File: config.mk
export PLATFORM = sky130hd
export DESIGN_NAME = capability_regs
export DESIGN_NICKNAME = d
export VERILOG_FILES = /design/src/capability_pkg.sv /design/src/capability_if.sv /design/src/capability_regs.sv /design/src/capability_words.sv
export SDC_FILE = /design/constraint.sdc
export NUM_CORES = 1
export LEC_CHECK = 0
export BUFFER_PORTS_ARGS = -buffer_cell sky130_fd_sc_hd__buf_2
export CELL_PAD_IN_SITES_DETAIL_PLACEMENT = 0
export CELL_PAD_IN_SITES_GLOBAL_PLACEMENT = 1
export CORE_UTILIZATION = 18
export DETAILED_ROUTE_END_ITERATION = 7
export MAX_ROUTING_LAYER = met4
export PLACE_DENSITY = 0.8
export SLEW_MARGIN = 20
export SYNTH_ARGS = -nofsm -noshare
export SYNTH_HDL_FRONTEND = slang
export SYNTH_SLANG_ARGS = --single-unit
export TNS_END_PERCENT = 10
File: constraint.sdc
create_clock -name pclk -period 0.8 [get_ports pclk]
set_clock_uncertainty 0.1 [all_clocks]
set_input_delay 0.08 -clock pclk [delete_from_list [all_inputs] [get_ports pclk]]
set_output_delay 0.08 -clock pclk [all_outputs]
set_load 0.05 [all_outputs]
File: src/capability_pkg.sv
// Register map, field positions and masks of the capability register bank
package capability_pkg;

  // ==========================================================================
  // Register byte offsets
  // ==========================================================================
  localparam logic [31:0] WORD_ONE_OFFSET   = 32'h0000_0000;
  localparam logic [31:0] WORD_TWO_OFFSET   = 32'h0000_0004;
  localparam logic [31:0] WORD_THREE_OFFSET = 32'h0000_0008;
  localparam logic [31:0] PART_ID_OFFSET    = 32'h0000_000C;

  // ==========================================================================
  // Capability word one fields
  // ==========================================================================
  localparam int PART_NUMBER_WIDTH = 8;
  localparam int PART_NUMBER_LSB   = 22;
  localparam int PART_NUMBER_MSB   = 29;
  localparam int ACCEL_BIT         = 13;
  localparam int LOCAL_RAM_COUNT   = 4;
  localparam int LOCAL_RAM_LSB     = 3;

  // ==========================================================================
  // Capability word two fields
  // ==========================================================================
  localparam int CAN_BIT           = 27;
  localparam int ENCODER_BIT       = 16;
  localparam int CAPTURE_BIT       = 12;
  localparam int I2C_BIT           = 8;
  localparam int SPI_BIT           = 4;
  localparam int SERIAL_PORT_COUNT = 3;
  localparam int SERIAL_PORT_LSB   = 0;

  // ==========================================================================
  // Capability word three fields
  // ==========================================================================
  localparam int TRIP_FILTER_COUNT = 7;
  localparam int TRIP_FILTER_LSB   = 13;
  localparam int MODULATOR_COUNT   = 7;
  localparam int MODULATOR_LSB     = 0;

  // ==========================================================================
  // Part identifier field and masks of defined bits
  // ==========================================================================
  localparam int          PART_ID_LSB      = 0;
  localparam logic [31:0] WORD_ONE_MASK    = 32'h3FC0_2078;
  localparam logic [31:0] WORD_TWO_MASK    = 32'h0801_1117;
  localparam logic [31:0] WORD_THREE_MASK  = 32'h000F_E07F;
  localparam logic [31:0] PART_ID_MASK     = 32'h0000_00FF;
  localparam logic [31:0] ZERO_WORD        = 32'h0000_0000;

endpackage

File: src/capability_if.sv
// Carrier of the assembled capability words between builder and bus slave
`timescale 1ns/1ns
interface capability_if;
  logic [31:0] word_one;
  logic [31:0] word_two;
  logic [31:0] word_three;
  logic [31:0] part_id;

  modport producer
  (
    output word_one,
    output word_two,
    output word_three,
    output part_id
  );

  modport consumer
  (
    input  word_one,
    input  word_two,
    input  word_three,
    input  part_id
  );
endinterface

File: src/capability_regs.sv
// APB slave presenting the read-only capability words and part identifier
//
// The implementer's own choices: the register offsets and the APB interface to the registers.
`timescale 1ns/1ns
module capability_regs #(
  parameter int                                            ADDR_WIDTH    = 12,
  parameter logic [capability_pkg::PART_NUMBER_WIDTH-1:0] PART_NUMBER   = 8'h5A,
  parameter logic                                          ACCEL_PRESENT = 1'b1,
  parameter logic [capability_pkg::LOCAL_RAM_COUNT-1:0]   RAM_PRESENT   = 4'hF,
  parameter logic                                          CAN_PRESENT   = 1'b1,
  parameter logic                                          ENC_PRESENT   = 1'b1,
  parameter logic                                          CAP_PRESENT   = 1'b1,
  parameter logic                                          I2C_PRESENT   = 1'b1,
  parameter logic                                          SPI_PRESENT   = 1'b1,
  parameter logic [capability_pkg::SERIAL_PORT_COUNT-1:0] SERIAL_PRESENT = 3'h7,
  parameter logic [capability_pkg::TRIP_FILTER_COUNT-1:0] TRIP_PRESENT  = 7'h7F,
  parameter logic [capability_pkg::MODULATOR_COUNT-1:0]   PWM_PRESENT   = 7'h7F
) (
  input  wire logic                  pclk,
  input  wire logic                  presetn,
  input  wire logic                  psel,
  input  wire logic                  penable,
  input  wire logic                  pwrite,
  input  wire logic [ADDR_WIDTH-1:0] paddr,
  input  wire logic [31:0]           pwdata,
  input  wire logic [3:0]            pstrb,
  output logic      [31:0]           prdata,
  output logic                       pready,
  output logic                       pslverr
);

  // ==========================================================================
  // Elaboration check
  // ==========================================================================
  generate
    if (ADDR_WIDTH < 4 || ADDR_WIDTH > 32)
    begin : g_bad_width
      $error("ADDR_WIDTH must lie between 4 and 32");
    end
  endgenerate

  // ==========================================================================
  // Address decode helpers
  // ==========================================================================
  function automatic logic hits(input logic [ADDR_WIDTH-1:0] a, input logic [31:0] offset);
    hits = (a == offset[ADDR_WIDTH-1:0]);
  endfunction

  function automatic logic is_mapped(input logic [ADDR_WIDTH-1:0] a);
    is_mapped = hits(a, capability_pkg::WORD_ONE_OFFSET) || hits(a, capability_pkg::WORD_TWO_OFFSET) ||
                hits(a, capability_pkg::WORD_THREE_OFFSET) || hits(a, capability_pkg::PART_ID_OFFSET);
  endfunction

  // ==========================================================================
  // Fixed words
  // ==========================================================================
  capability_if words ();

  capability_words #(
    .PART_NUMBER    (PART_NUMBER),
    .ACCEL_PRESENT  (ACCEL_PRESENT),
    .RAM_PRESENT    (RAM_PRESENT),
    .CAN_PRESENT    (CAN_PRESENT),
    .ENC_PRESENT    (ENC_PRESENT),
    .CAP_PRESENT    (CAP_PRESENT),
    .I2C_PRESENT    (I2C_PRESENT),
    .SPI_PRESENT    (SPI_PRESENT),
    .SERIAL_PRESENT (SERIAL_PRESENT),
    .TRIP_PRESENT   (TRIP_PRESENT),
    .PWM_PRESENT    (PWM_PRESENT)
  ) u_words (
    .words (words.producer)
  );

  // ==========================================================================
  // Read data and error, captured in the setup cycle
  // ==========================================================================
  logic        setup_phase;
  logic [31:0] prdata_d;
  logic [31:0] prdata_q;
  logic        pslverr_d;
  logic        pslverr_q;

  assign setup_phase = psel && !penable;

  always_comb
  begin
    prdata_d  = prdata_q;
    pslverr_d = pslverr_q;
    if (setup_phase)
    begin
      // Writes are accepted but never stored: the words are fixed by the part
      pslverr_d = !is_mapped(paddr);
      prdata_d  = capability_pkg::ZERO_WORD;
      if (!pwrite)
      begin
        if (hits(paddr, capability_pkg::WORD_ONE_OFFSET))
        begin
          prdata_d = words.word_one;
        end
        else if (hits(paddr, capability_pkg::WORD_TWO_OFFSET))
        begin
          prdata_d = words.word_two;
        end
        else if (hits(paddr, capability_pkg::WORD_THREE_OFFSET))
        begin
          prdata_d = words.word_three;
        end
        else if (hits(paddr, capability_pkg::PART_ID_OFFSET))
        begin
          prdata_d = words.part_id;
        end
      end
    end
  end

  always_ff @(posedge pclk or negedge presetn)
  begin
    if (!presetn)
    begin
      prdata_q  <= capability_pkg::ZERO_WORD;
      pslverr_q <= 1'b0;
    end
    else
    begin
      prdata_q  <= prdata_d;
      pslverr_q <= pslverr_d;
    end
  end

  assign prdata  = prdata_q;
  assign pslverr = pslverr_q;
  assign pready  = 1'b1;

  // ==========================================================================
  // Checks
  // ==========================================================================
  logic rd_acc;
  assign rd_acc = psel && penable && !pwrite;

  a_part_field: assert property (@(posedge pclk) disable iff (!presetn)
    rd_acc && hits(paddr, capability_pkg::WORD_ONE_OFFSET) |->
      prdata[capability_pkg::PART_NUMBER_MSB:capability_pkg::PART_NUMBER_LSB] == PART_NUMBER)
    else $error("part number field wrong in word one");

  a_part_mirror: assert property (@(posedge pclk) disable iff (!presetn)
    rd_acc && hits(paddr, capability_pkg::PART_ID_OFFSET) |->
      prdata == {24'h00_0000, PART_NUMBER})
    else $error("part identifier does not mirror part number");

  a_accel_bit: assert property (@(posedge pclk) disable iff (!presetn)
    rd_acc && hits(paddr, capability_pkg::WORD_ONE_OFFSET) |-> prdata[capability_pkg::ACCEL_BIT] == ACCEL_PRESENT)
    else $error("accelerator presence bit wrong");

  a_ram_bits: assert property (@(posedge pclk) disable iff (!presetn)
    rd_acc && hits(paddr, capability_pkg::WORD_ONE_OFFSET) |->
      prdata[capability_pkg::LOCAL_RAM_LSB +: capability_pkg::LOCAL_RAM_COUNT] == RAM_PRESENT)
    else $error("local RAM presence bits wrong");

  a_can_bit: assert property (@(posedge pclk) disable iff (!presetn)
    rd_acc && hits(paddr, capability_pkg::WORD_TWO_OFFSET) |-> prdata[capability_pkg::CAN_BIT] == CAN_PRESENT)
    else $error("CAN presence bit wrong");

  a_enc_cap_bits: assert property (@(posedge pclk) disable iff (!presetn)
    rd_acc && hits(paddr, capability_pkg::WORD_TWO_OFFSET) |->
      prdata[capability_pkg::ENCODER_BIT] == ENC_PRESENT && prdata[capability_pkg::CAPTURE_BIT] == CAP_PRESENT)
    else $error("encoder or capture presence bit wrong");

  a_i2c_spi_bits: assert property (@(posedge pclk) disable iff (!presetn)
    rd_acc && hits(paddr, capability_pkg::WORD_TWO_OFFSET) |->
      prdata[capability_pkg::I2C_BIT] == I2C_PRESENT && prdata[capability_pkg::SPI_BIT] == SPI_PRESENT)
    else $error("I2C or SPI presence bit wrong");

  a_serial_bits: assert property (@(posedge pclk) disable iff (!presetn)
    rd_acc && hits(paddr, capability_pkg::WORD_TWO_OFFSET) |->
      prdata[capability_pkg::SERIAL_PORT_LSB +: capability_pkg::SERIAL_PORT_COUNT] == SERIAL_PRESENT)
    else $error("serial port presence bits wrong");

  a_trip_bits: assert property (@(posedge pclk) disable iff (!presetn)
    rd_acc && hits(paddr, capability_pkg::WORD_THREE_OFFSET) |->
      prdata[capability_pkg::TRIP_FILTER_LSB +: capability_pkg::TRIP_FILTER_COUNT] == TRIP_PRESENT)
    else $error("trip filter presence bits wrong");

  a_pwm_bits: assert property (@(posedge pclk) disable iff (!presetn)
    rd_acc && hits(paddr, capability_pkg::WORD_THREE_OFFSET) |->
      prdata[capability_pkg::MODULATOR_LSB +: capability_pkg::MODULATOR_COUNT] == PWM_PRESENT)
    else $error("modulator presence bits wrong");

  a_reserved_zero: assert property (@(posedge pclk) disable iff (!presetn)
    rd_acc |-> (hits(paddr, capability_pkg::WORD_ONE_OFFSET) ? (prdata & ~capability_pkg::WORD_ONE_MASK) == 32'h0 :
                hits(paddr, capability_pkg::WORD_TWO_OFFSET) ? (prdata & ~capability_pkg::WORD_TWO_MASK) == 32'h0 :
                hits(paddr, capability_pkg::WORD_THREE_OFFSET) ? (prdata & ~capability_pkg::WORD_THREE_MASK) == 32'h0 :
                (prdata & ~capability_pkg::PART_ID_MASK) == 32'h0))
    else $error("reserved bit reads nonzero");

  a_words_fixed: assert property (@(posedge pclk) disable iff (!presetn)
    psel && penable && pwrite |-> prdata == capability_pkg::ZERO_WORD && pslverr == !is_mapped(paddr))
    else $error("write answered with data or wrong error");

  a_unmapped_err: assert property (@(posedge pclk) disable iff (!presetn)
    psel && penable |-> pready && (pslverr == !is_mapped(paddr)) && (pwrite || is_mapped(paddr) || prdata == 32'h0))
    else $error("wrong answer to access");

endmodule

File: src/capability_words.sv
// Assembles the fixed capability words from the part's presence settings
`timescale 1ns/1ns
module capability_words #(
  parameter logic [capability_pkg::PART_NUMBER_WIDTH-1:0] PART_NUMBER   = 8'h5A,
  parameter logic                                          ACCEL_PRESENT = 1'b1,
  parameter logic [capability_pkg::LOCAL_RAM_COUNT-1:0]   RAM_PRESENT   = 4'hF,
  parameter logic                                          CAN_PRESENT   = 1'b1,
  parameter logic                                          ENC_PRESENT   = 1'b1,
  parameter logic                                          CAP_PRESENT   = 1'b1,
  parameter logic                                          I2C_PRESENT   = 1'b1,
  parameter logic                                          SPI_PRESENT   = 1'b1,
  parameter logic [capability_pkg::SERIAL_PORT_COUNT-1:0] SERIAL_PRESENT = 3'h7,
  parameter logic [capability_pkg::TRIP_FILTER_COUNT-1:0] TRIP_PRESENT  = 7'h7F,
  parameter logic [capability_pkg::MODULATOR_COUNT-1:0]   PWM_PRESENT   = 7'h7F
) (
  capability_if.producer words
);

  // ==========================================================================
  // Word assembly; every position not set here stays zero
  // ==========================================================================
  always_comb
  begin
    words.word_one   = capability_pkg::ZERO_WORD;
    words.word_two   = capability_pkg::ZERO_WORD;
    words.word_three = capability_pkg::ZERO_WORD;
    words.part_id    = capability_pkg::ZERO_WORD;
    words.word_one[capability_pkg::PART_NUMBER_MSB:capability_pkg::PART_NUMBER_LSB] = PART_NUMBER;
    words.part_id[capability_pkg::PART_ID_LSB +: capability_pkg::PART_NUMBER_WIDTH] = PART_NUMBER;
    words.word_one[capability_pkg::ACCEL_BIT] = ACCEL_PRESENT;
    words.word_one[capability_pkg::LOCAL_RAM_LSB +: capability_pkg::LOCAL_RAM_COUNT] = RAM_PRESENT;
    words.word_two[capability_pkg::CAN_BIT] = CAN_PRESENT;
    words.word_two[capability_pkg::ENCODER_BIT] = ENC_PRESENT;
    words.word_two[capability_pkg::CAPTURE_BIT] = CAP_PRESENT;
    words.word_two[capability_pkg::I2C_BIT] = I2C_PRESENT;
    words.word_two[capability_pkg::SPI_BIT] = SPI_PRESENT;
    words.word_two[capability_pkg::SERIAL_PORT_LSB +: capability_pkg::SERIAL_PORT_COUNT] = SERIAL_PRESENT;
    words.word_three[capability_pkg::TRIP_FILTER_LSB +: capability_pkg::TRIP_FILTER_COUNT] = TRIP_PRESENT;
    words.word_three[capability_pkg::MODULATOR_LSB +: capability_pkg::MODULATOR_COUNT] = PWM_PRESENT;
  end

endmodule
After elaboration in Yosys (flattened, before gate mapping)

Cells that the tools add are included.

Output and inout port bits: 34
Register bits after elaboration: 33
Word-level logic and storage cells: 17
Bits of input ports: 53

Eq/ne operators: 3
Reduce and logical (&&, ||, !) cells: 7
Mux-type cells: 5

Operator list:

| operator              | number |
|---|---|
| $mux W29              | 2 |
| $mux W28              | 1 |
| $eq A12 B4 Y1 const B | 2 |
| $mux W20              | 1 |
| $eq A12 B3 Y1 const B | 1 |
| $logic_not A12 Y1     | 1 |
| $mux W7               | 1 |
| $logic_or A1 B1 Y1    | 3 |
| $logic_not A1 Y1      | 2 |
| $logic_and A1 B1 Y1   | 1 |

Logic depth before layout (Yosys ltp)

Gate-level depths: netlist of the first run.

Depth in word-level cells: 6
Gate-level depth with buffers: 4
Gate-level depth less buffers: 3

By module

A second synthesis of the first run with hierarchy kept.

Cells, all modules: 362
Area total of the unflattened synthesis: 3,062.9 um^2

By module, submodules not included:

| module           | area an instance (um^2) | instances | cells an instance | sequential area each (um^2) |
|---|---|---|---|---|
| capability_regs  | 2,094.5                 | 1         | 232               | 825.8 |
| capability_words | 968.4                   | 1         | 130               | 0.0 |

Worst setup path after synthesis of the first run

OpenSTA, ideal clock, no wires.

Path kind: register to output
Start point: register, netlist name prdata[19]
End point: output port prdata[15]
Cell stages (with the launch flop): 2
Arrival time: 0.958 ns
Path buffers: 1
Slack: -0.338 ns
Cells stage by stage: dfrtp_1 -> buf_4

RTL lines:

| element          | line                  | RTL |
|---|---|---|
| end: declaration | capability_regs.sv:27 | `output logic [31:0] prdata,` |

==> results.py, run 1 <==
metrics = {
    "cts": {
        "htreeDepth": 1,
        "clock_path_buffers": 2,
        "cts_setup_buffers": 0,
        "insertion_delay_ns": 0.25,
        "cts-root-buf": "clkbuf_4",
        "hold_buffers": 1,
        "numCtsBuffers": 3,
        "cts_tree": "done",
        "cts_num_sinks": 9,
        "cts.clk_slew.worst_paths_ns": 0.06,
    },
    "logic_synthesis": {
        "yosysTopAreaCellShare_pct": 36.1,
        "yosysWarnings": 0,
        "yosys-top-cells-area": "dfrtp_1, buf_4, nor4_4, nand2_1, nand4_4",
        "syn_area_um2": 624,
        "syn_inst": 66,
        "ys_seq_elements": 9,
        "synth_top_area_cell": "dfrtp_1",
        "ys_types": 18,
        "avgSynthCellArea_um2": 9.46,
        "seq_area_frac_synth_pct": 36.1,
    },
    "sta": {
        "post-route-period-util_pct": 134,
        "hold_slack_ns": -0.0151,
        "drv_slew": 0,
        "setup_violations": 24,
        "fmax_ghz": 0.934,
        "hold_viol": 2,
        "timing.final.ws_setup_ns": -0.270,
        "min_period_ns": 1.07,
        "final.setup.tns_ns": -5.31,
        "grt_setup_unrepaired": "true",
    },
    "floorplan": {
        "die_w_um": 60.9,
        "die-area_um2": 3710,
        "io_pins": 87,
        "initial_core_util_pct": 18.7,
        "std_cell_rows": 21,
        "core-area_um2": 3340,
        "fp.dieH_um": 60.9,
    },
    "layout": {
        "nNetsFinal": 148,
        "area_growth_pct": 47.3,
        "diodes": 0,
        "layout_commonest_cell": "buf_6",
        "drive_above_1_share_pct": 56.4,
        "final_cell_mix": "buf_6, buf_2, conb_1, nand2_1, dfrtp_2",
        "fillers": 359,
        "fin_cells": 140,
        "final_area_um2": 920,
        "utilization_pct": 27.6,
    },
    "global_routing": {
        "grt_max_degree": 10,
        "antenna_found_initial": 0,
        "grt_pass1_wl_mm": 1.73,
        "grt_use_total_pct": 6.52,
        "grt_overflow": 0,
        "grt_pass1_vias": 441,
    },
    "placed_design": {
        "place.port_buffers": 38,
        "place_ws_ns": -0.368,
        "place_congestion": 0.748,
        "place_area_um2": 734,
        "dp_hpwl_um": 933,
        "dpl.cell_count": 135,
    },
    "critical_path": {
        "crit_path_cell_trace": "buf_6",
        "cp_slowest_stage_delay_ns": 0.46,
        "critPathArrivalTime_ns": 0.89,
        "crit_fanout": 6,
        "critPathCaptureType": "primary output",
        "cp_top_family": "flip-flops",
        "critical_path_required_ns": 0.62,
        "rr_startpoint": "prdata[19]$_DFFE_PN0P_",
        "slowest_stage": "dfrtp_2",
        "path_buf_inv": 1,
        "r2r_cells": 2,
        "endpoint": "prdata[17]",
        "timing.rr.end": "prdata[19]$_DFFE_PN0P_",
        "startpoint": "prdata[19]$_DFFE_PN0P_",
        "cp_num_cells": 1,
        "path_class": "register to primary output",
        "r2r_setup_slack_ns": -0.01,
        "critPathLaunchType": "register",
    },
    "detailed_routing": {
        "wirelength_mm": 1.19,
        "vias": 493,
        "drcViolationCount": 0,
        "viasPerCell": 3.52,
        "initialDrtViolationCount": 21,
        "firstDrtPassIters": 4,
        "avgRoutedWirePerCell_um": 8.51,
        "ant_nets": 0,
    },
    "power": {
        "total_power_mw": 1.09,
        "leakage_nw": 0.450,
        "pwr_density_cell_nw_per_um2": 1180,
        "vdd_drop_max_uv": 411,
    },
    "min_path": {
        "hold_class": "primary input to register",
    },
    "status": {
        "status": "complete, but fails checks",
        "violations": "negative hold slack, negative setup slack",
    },
    "job": {
        "maxCapViolCount": 0,
    },
}
==> cell families (layout without fill, tap and decap cells) <==
family | after synthesis | in the layout | share of synthesized area [%]
compound gates | 9 | 9 | 8.62
other cells | 2 | 12 | 1.20
buf+inv | 27 | 45 | 31.3
flops | 9 | 9 | 36.1
xor+xnor | 1 | 1 | 1.40
simple gates | 18 | 18 | 21.4
==> Yosys cell counts <==
| library cell | n |
|---|---|
| conb_1 | 2 |
| nor4_4 | 2 |
| dfrtp_1 | 9 |
| a31oi_1 | 1 |
| inv_1 | 1 |
| nor2b_1 | 1 |
| clkbuf_1 | 1 |
| xnor2_1 | 1 |
| a21o_1 | 1 |
| nor2_1 | 2 |
| nand2b_1 | 1 |
| o21ai_1 | 3 |
| buf_4 | 25 |
| o31ai_1 | 2 |
| nor3b_2 | 1 |
| nand4_4 | 1 |
| nand2_1 | 10 |
| o21ai_0 | 2 |
==> sequential cells by signal, indices dropped and copies added, names as in the netlist <==
register,flops
prdata,8
pslverr,1
==> timing repair <==
action | in CTS | in global routing
endpoints found under the setup margin | 29 | 30
resized for setup | 36 | 13
pin swaps | 3 | 2
endpoints found under the hold margin | 12 | 2
==> report_power, final <==
group | switching (mW) | internal (mW)
sequential | 0.00444 | 0.462
clock | 0.145 | 0.191
combinational | 0.208 | 0.0744
total | 0.358 | 0.728
==> routing by layer <==
layer | GRT usage [%] | wire, um | up-vias
li1 | - | - | 235
met2 | 12.9 | 719 | 29
met1 | 5.53 | 387 | 227
met4 | 3.90 | 4 | 0
met3 | 1.28 | 82 | 2
met5 | - | 0 | -
==> layout make-up <==
type	count	area, um^2	share of cell area [%]
well taps	46	57.6	6.26
flip-flops and latches	9	234	25.4
repair buffers	40	357	38.8
inverters	1	3.75	0.408
clock buffers	4	26.3	2.86
multi-input cells	40	241	26.3
==> how the worst min path moves through the flow <==
stage                         from                      to  slack [ns]  depth (start not counted)
after CTS                 paddr[3]  prdata[26]$_DFFE_PN0P_       -0.03                          2
after global placement     presetn   prdata[4]$_DFFE_PN0P_       -0.17                          1
after detailed placement   presetn   prdata[4]$_DFFE_PN0P_       -0.16                          1
after global routing      paddr[3]  prdata[26]$_DFFE_PN0P_       -0.01                          2
final                     paddr[3]  prdata[26]$_DFFE_PN0P_       -0.02                          2
after floorplan            presetn  prdata[13]$_DFFE_PN0P_       -0.32                          0
Note: power is estimated with default switching activity, not from simulation.
==> run 2, diff against run 1 <==
--- a/config.mk
+++ b/config.mk
@@ -8,12 +8,13 @@
 export BUFFER_PORTS_ARGS = -buffer_cell sky130_fd_sc_hd__buf_2
 export CELL_PAD_IN_SITES_DETAIL_PLACEMENT = 0
 export CELL_PAD_IN_SITES_GLOBAL_PLACEMENT = 1
-export CORE_UTILIZATION = 18
+export CORE_UTILIZATION = 40
 export DETAILED_ROUTE_END_ITERATION = 7
 export MAX_ROUTING_LAYER = met4
-export PLACE_DENSITY = 0.8
+export PLACE_DENSITY_LB_ADDON = 0.2
 export SLEW_MARGIN = 20
 export SYNTH_ARGS = -nofsm -noshare
 export SYNTH_HDL_FRONTEND = slang
+export SYNTH_HIERARCHICAL = 1
 export SYNTH_SLANG_ARGS = --single-unit
 export TNS_END_PERCENT = 10
==> run 2 against run 1 <==
Against the previous run:
- the run ends with negative setup slack left
- register-to-register slack got worse by 0.09 ns
- global-route usage up 9.8 points
- cell count grew to 3.7 times the previous value
==> results.py, run 2 <==
metrics = {
    "logic_synthesis": {
        "synth_compound_area_share_pct": 17.2,
        "synth_top_family_by_area": "buffers and inverters",
        "yosys.area_share.simple_pct": 9.68,
        "synth-edff-count": 0,
        "seq_area_frac_synth_pct": 27.0,
        "synth_ff_type": "dfrtp_1",
        "yosysMostFrequentCell": "buf_4",
        "ys_types": 24,
        "yosys-top-cells-area": "buf_4, dfrtp_1, a22oi_1, mux2_2, mux2i_1",
        "async_reset_ff_share_pct": 100,
        "yosysWarnings": 6,
        "synth_xor_area_share_pct": 0,
        "synthTopCellsByCount": "buf_4, dfrtp_1, nand2_1",
        "ys_seq_elements": 33,
        "synth_fa_ha_area_share_pct": 0,
        "synth_top_area_cell": "buf_4",
        "synthMuxAreaShare_pct": 11.1,
        "avgSynthCellArea_um2": 8.46,
        "syn_area_um2": 3060,
        "syn_inst": 362,
        "yosysTopAreaCellShare_pct": 31.6,
    },
    "cts": {
        "cts-root-buf": "clkbuf_8",
        "htreeDepth": 2,
        "cts.clk_slew.worst_paths_ns": 0.07,
        "clock_path_buffers": 2,
        "insertion_delay_ns": 0.28,
        "cts_tree": "done",
        "numCtsBuffers": 5,
        "cts_num_sinks": 33,
    },
    "power": {
        "clock_power_share_pct": 33.1,
        "leakage_nw": 1.79,
        "p_seq_share_pct": 47.9,
        "switching_share_pct": 28.0,
        "combPwrFrac_pct": 19.0,
        "vdd_drop_max_uv": 503,
        "intPower_mw": 2.53,
        "pwr_density_cell_nw_per_um2": 1000,
        "total_power_mw": 3.51,
        "switchingPower_mw": 0.982,
    },
    "global_routing": {
        "grt_overflow": 0,
        "grt_pass1_wl_mm": 9.39,
        "grt_pass1_vias": 1917,
        "grt_max_degree": 35,
        "antenna_found_initial": 0,
        "grt_use_total_pct": 16.3,
    },
    "sta": {
        "timing.final.ws_setup_ns": -0.767,
        "setup_violations": 66,
        "fmax_ghz": 0.638,
        "slew_headroom_pct": 65.4,
        "grt_setup_unrepaired": "true",
        "drv_slew": 0,
        "hold_slack_ns": 0.104,
        "post-route-period-util_pct": 196,
        "final.setup.tns_ns": -27.04,
        "min_period_ns": 1.57,
        "tightest_slew_ns": 0.519,
        "hold_viol": 0,
    },
    "layout": {
        "drive_above_1_share_pct": 29.0,
        "fin_cells": 520,
        "diodes": 0,
        "nNetsFinal": 475,
        "largest_reg_flops": 32,
        "layout_commonest_cell": "conb_1",
        "area_growth_pct": 14.1,
        "utilization_pct": 47.7,
        "final_area_um2": 3490,
        "final_cell_mix": "conb_1, buf_6, nand2_1, dfrtp_1, a22oi_1",
    },
    "detailed_routing": {
        "firstDrtPassIters": 4,
        "wirelength_mm": 5.60,
        "initialDrtViolationCount": 86,
        "vias": 2066,
        "viasPerCell": 3.97,
        "ant_nets": 0,
        "drcViolationCount": 0,
        "avgRoutedWirePerCell_um": 10.8,
    },
    "status": {
        "violations": "negative setup slack",
        "status": "complete, but fails checks",
    },
    "critical_path": {
        "critical_path_required_ns": 0.87,
        "path_class": "primary input to register",
        "crit_fanout": 16,
        "critPathLaunchType": "primary input",
        "critPathArrivalTime_ns": 1.64,
        "critPathCaptureType": "register",
    },
    "placed_design": {
        "place_ws_ns": -1.08,
        "place.port_buffers": 49,
        "dpl.cell_count": 508,
        "dp_hpwl_mm": 3.59,
        "place_area_um2": 3050,
        "place_congestion": 0.666,
    },
    "floorplan": {
        "die_w_um": 89.5,
        "die-area_um2": 8010,
        "io_pins": 87,
        "initial_core_util_pct": 41.8,
        "std_cell_rows": 31,
        "fp.dieH_um": 89.5,
        "core-area_um2": 7330,
    },
    "job": {
        "maxCapViolCount": 0,
    },
    "min_path": {
        "hold_class": "primary input to register",
    },
}
run 2: changes by cell type after synthesis, sizes merged, moves of 12 or more:
cell	change
clkbuf	+12
o31ai	+14
o21ai	+28
mux2	+16
a22oi	+32
buf	+112
nor2	+14
mux2i	+16
dfrtp	+24
nand2	+23
run 2: power groups by stage:
stage / Clock [mW] / Combinational (mW) / Sequential (mW)
after floorplan: 0 / 0.849 / 1.73
after global placement: 0 / 0.616 / 1.71
after detailed placement: 0 / 0.619 / 1.71
after CTS: 1.23 / 0.644 / 1.68
after global routing: 1.28 / 0.762 / 1.68
final: 1.16 / 0.668 / 1.68
run 2: kinds of logic (layout without fill, tap and decap cells):
group           Yosys count  count (layout)
buf+inv                 150              82
flops                    33              33
mux                      32              32
other cells               3             129
simple gates             63              64
compound gates           81              81
run 2: worst paths after layout:
kind,to,from,depth (start not counted),slack [ns]
setup / recovery,prdata[30]$_DFFE_PN0P_,paddr[5],6,-0.77
hold / removal,pslverr$_DFFE_PN0P_,paddr[6],4,0.10
setup reg to reg,prdata[12]$_DFFE_PN0P_,prdata[12]$_DFFE_PN0P_,2,-0.10
hold reg to reg,prdata[2]$_DFFE_PN0P_,prdata[2]$_DFFE_PN0P_,2,0.40
max in group asynchronous,prdata[29]$_DFFE_PN0P_,presetn,3,0.22
min in group asynchronous,prdata[11]$_DFFE_PN0P_,presetn,3,0.20
run 2: layer usage:
layer	global-route usage, %	vias to the layer above	part of all wire (%)
li1	-	1104	-
met3	3.23	6	3.1
met4	3.90	0	1.0
met5	-	-	0
met1	21.3	917	50
met2	25.9	39	46
run 2: repair_timing:
| action | 4_1_cts | 5_1_grt |
|---|---|---|
| pin swaps | 6 | 2 |
| gates resized for setup | 76 | 21 |
| endpoints found under the setup margin | 66 | 66 |
| gates cloned | 1 | 0 |
| hold endpoints to repair | 33 | 0 |
| setup buffers | 2 | 2 |
| hold buffers | 1 | 0 |
run 2: critical path, cell delays in order:
cell,delay (ns)
buf_2,0.09
or4_4,0.54
or4_4,0.56
buf_12,0.17
nor2_1,0.11
o31ai_2,0.07
run 2: final cells by class:
cell class | instances | area [um^2]
Tap cell | 99 | 124
Clock buffer | 5 | 68.8
Sequential cell | 33 | 826
Multi-Input combinational cell | 306 | 1750
Fill cell | 718 | 3840
Timing Repair Buffer | 76 | 723
Clock inverter | 1 | 5.00
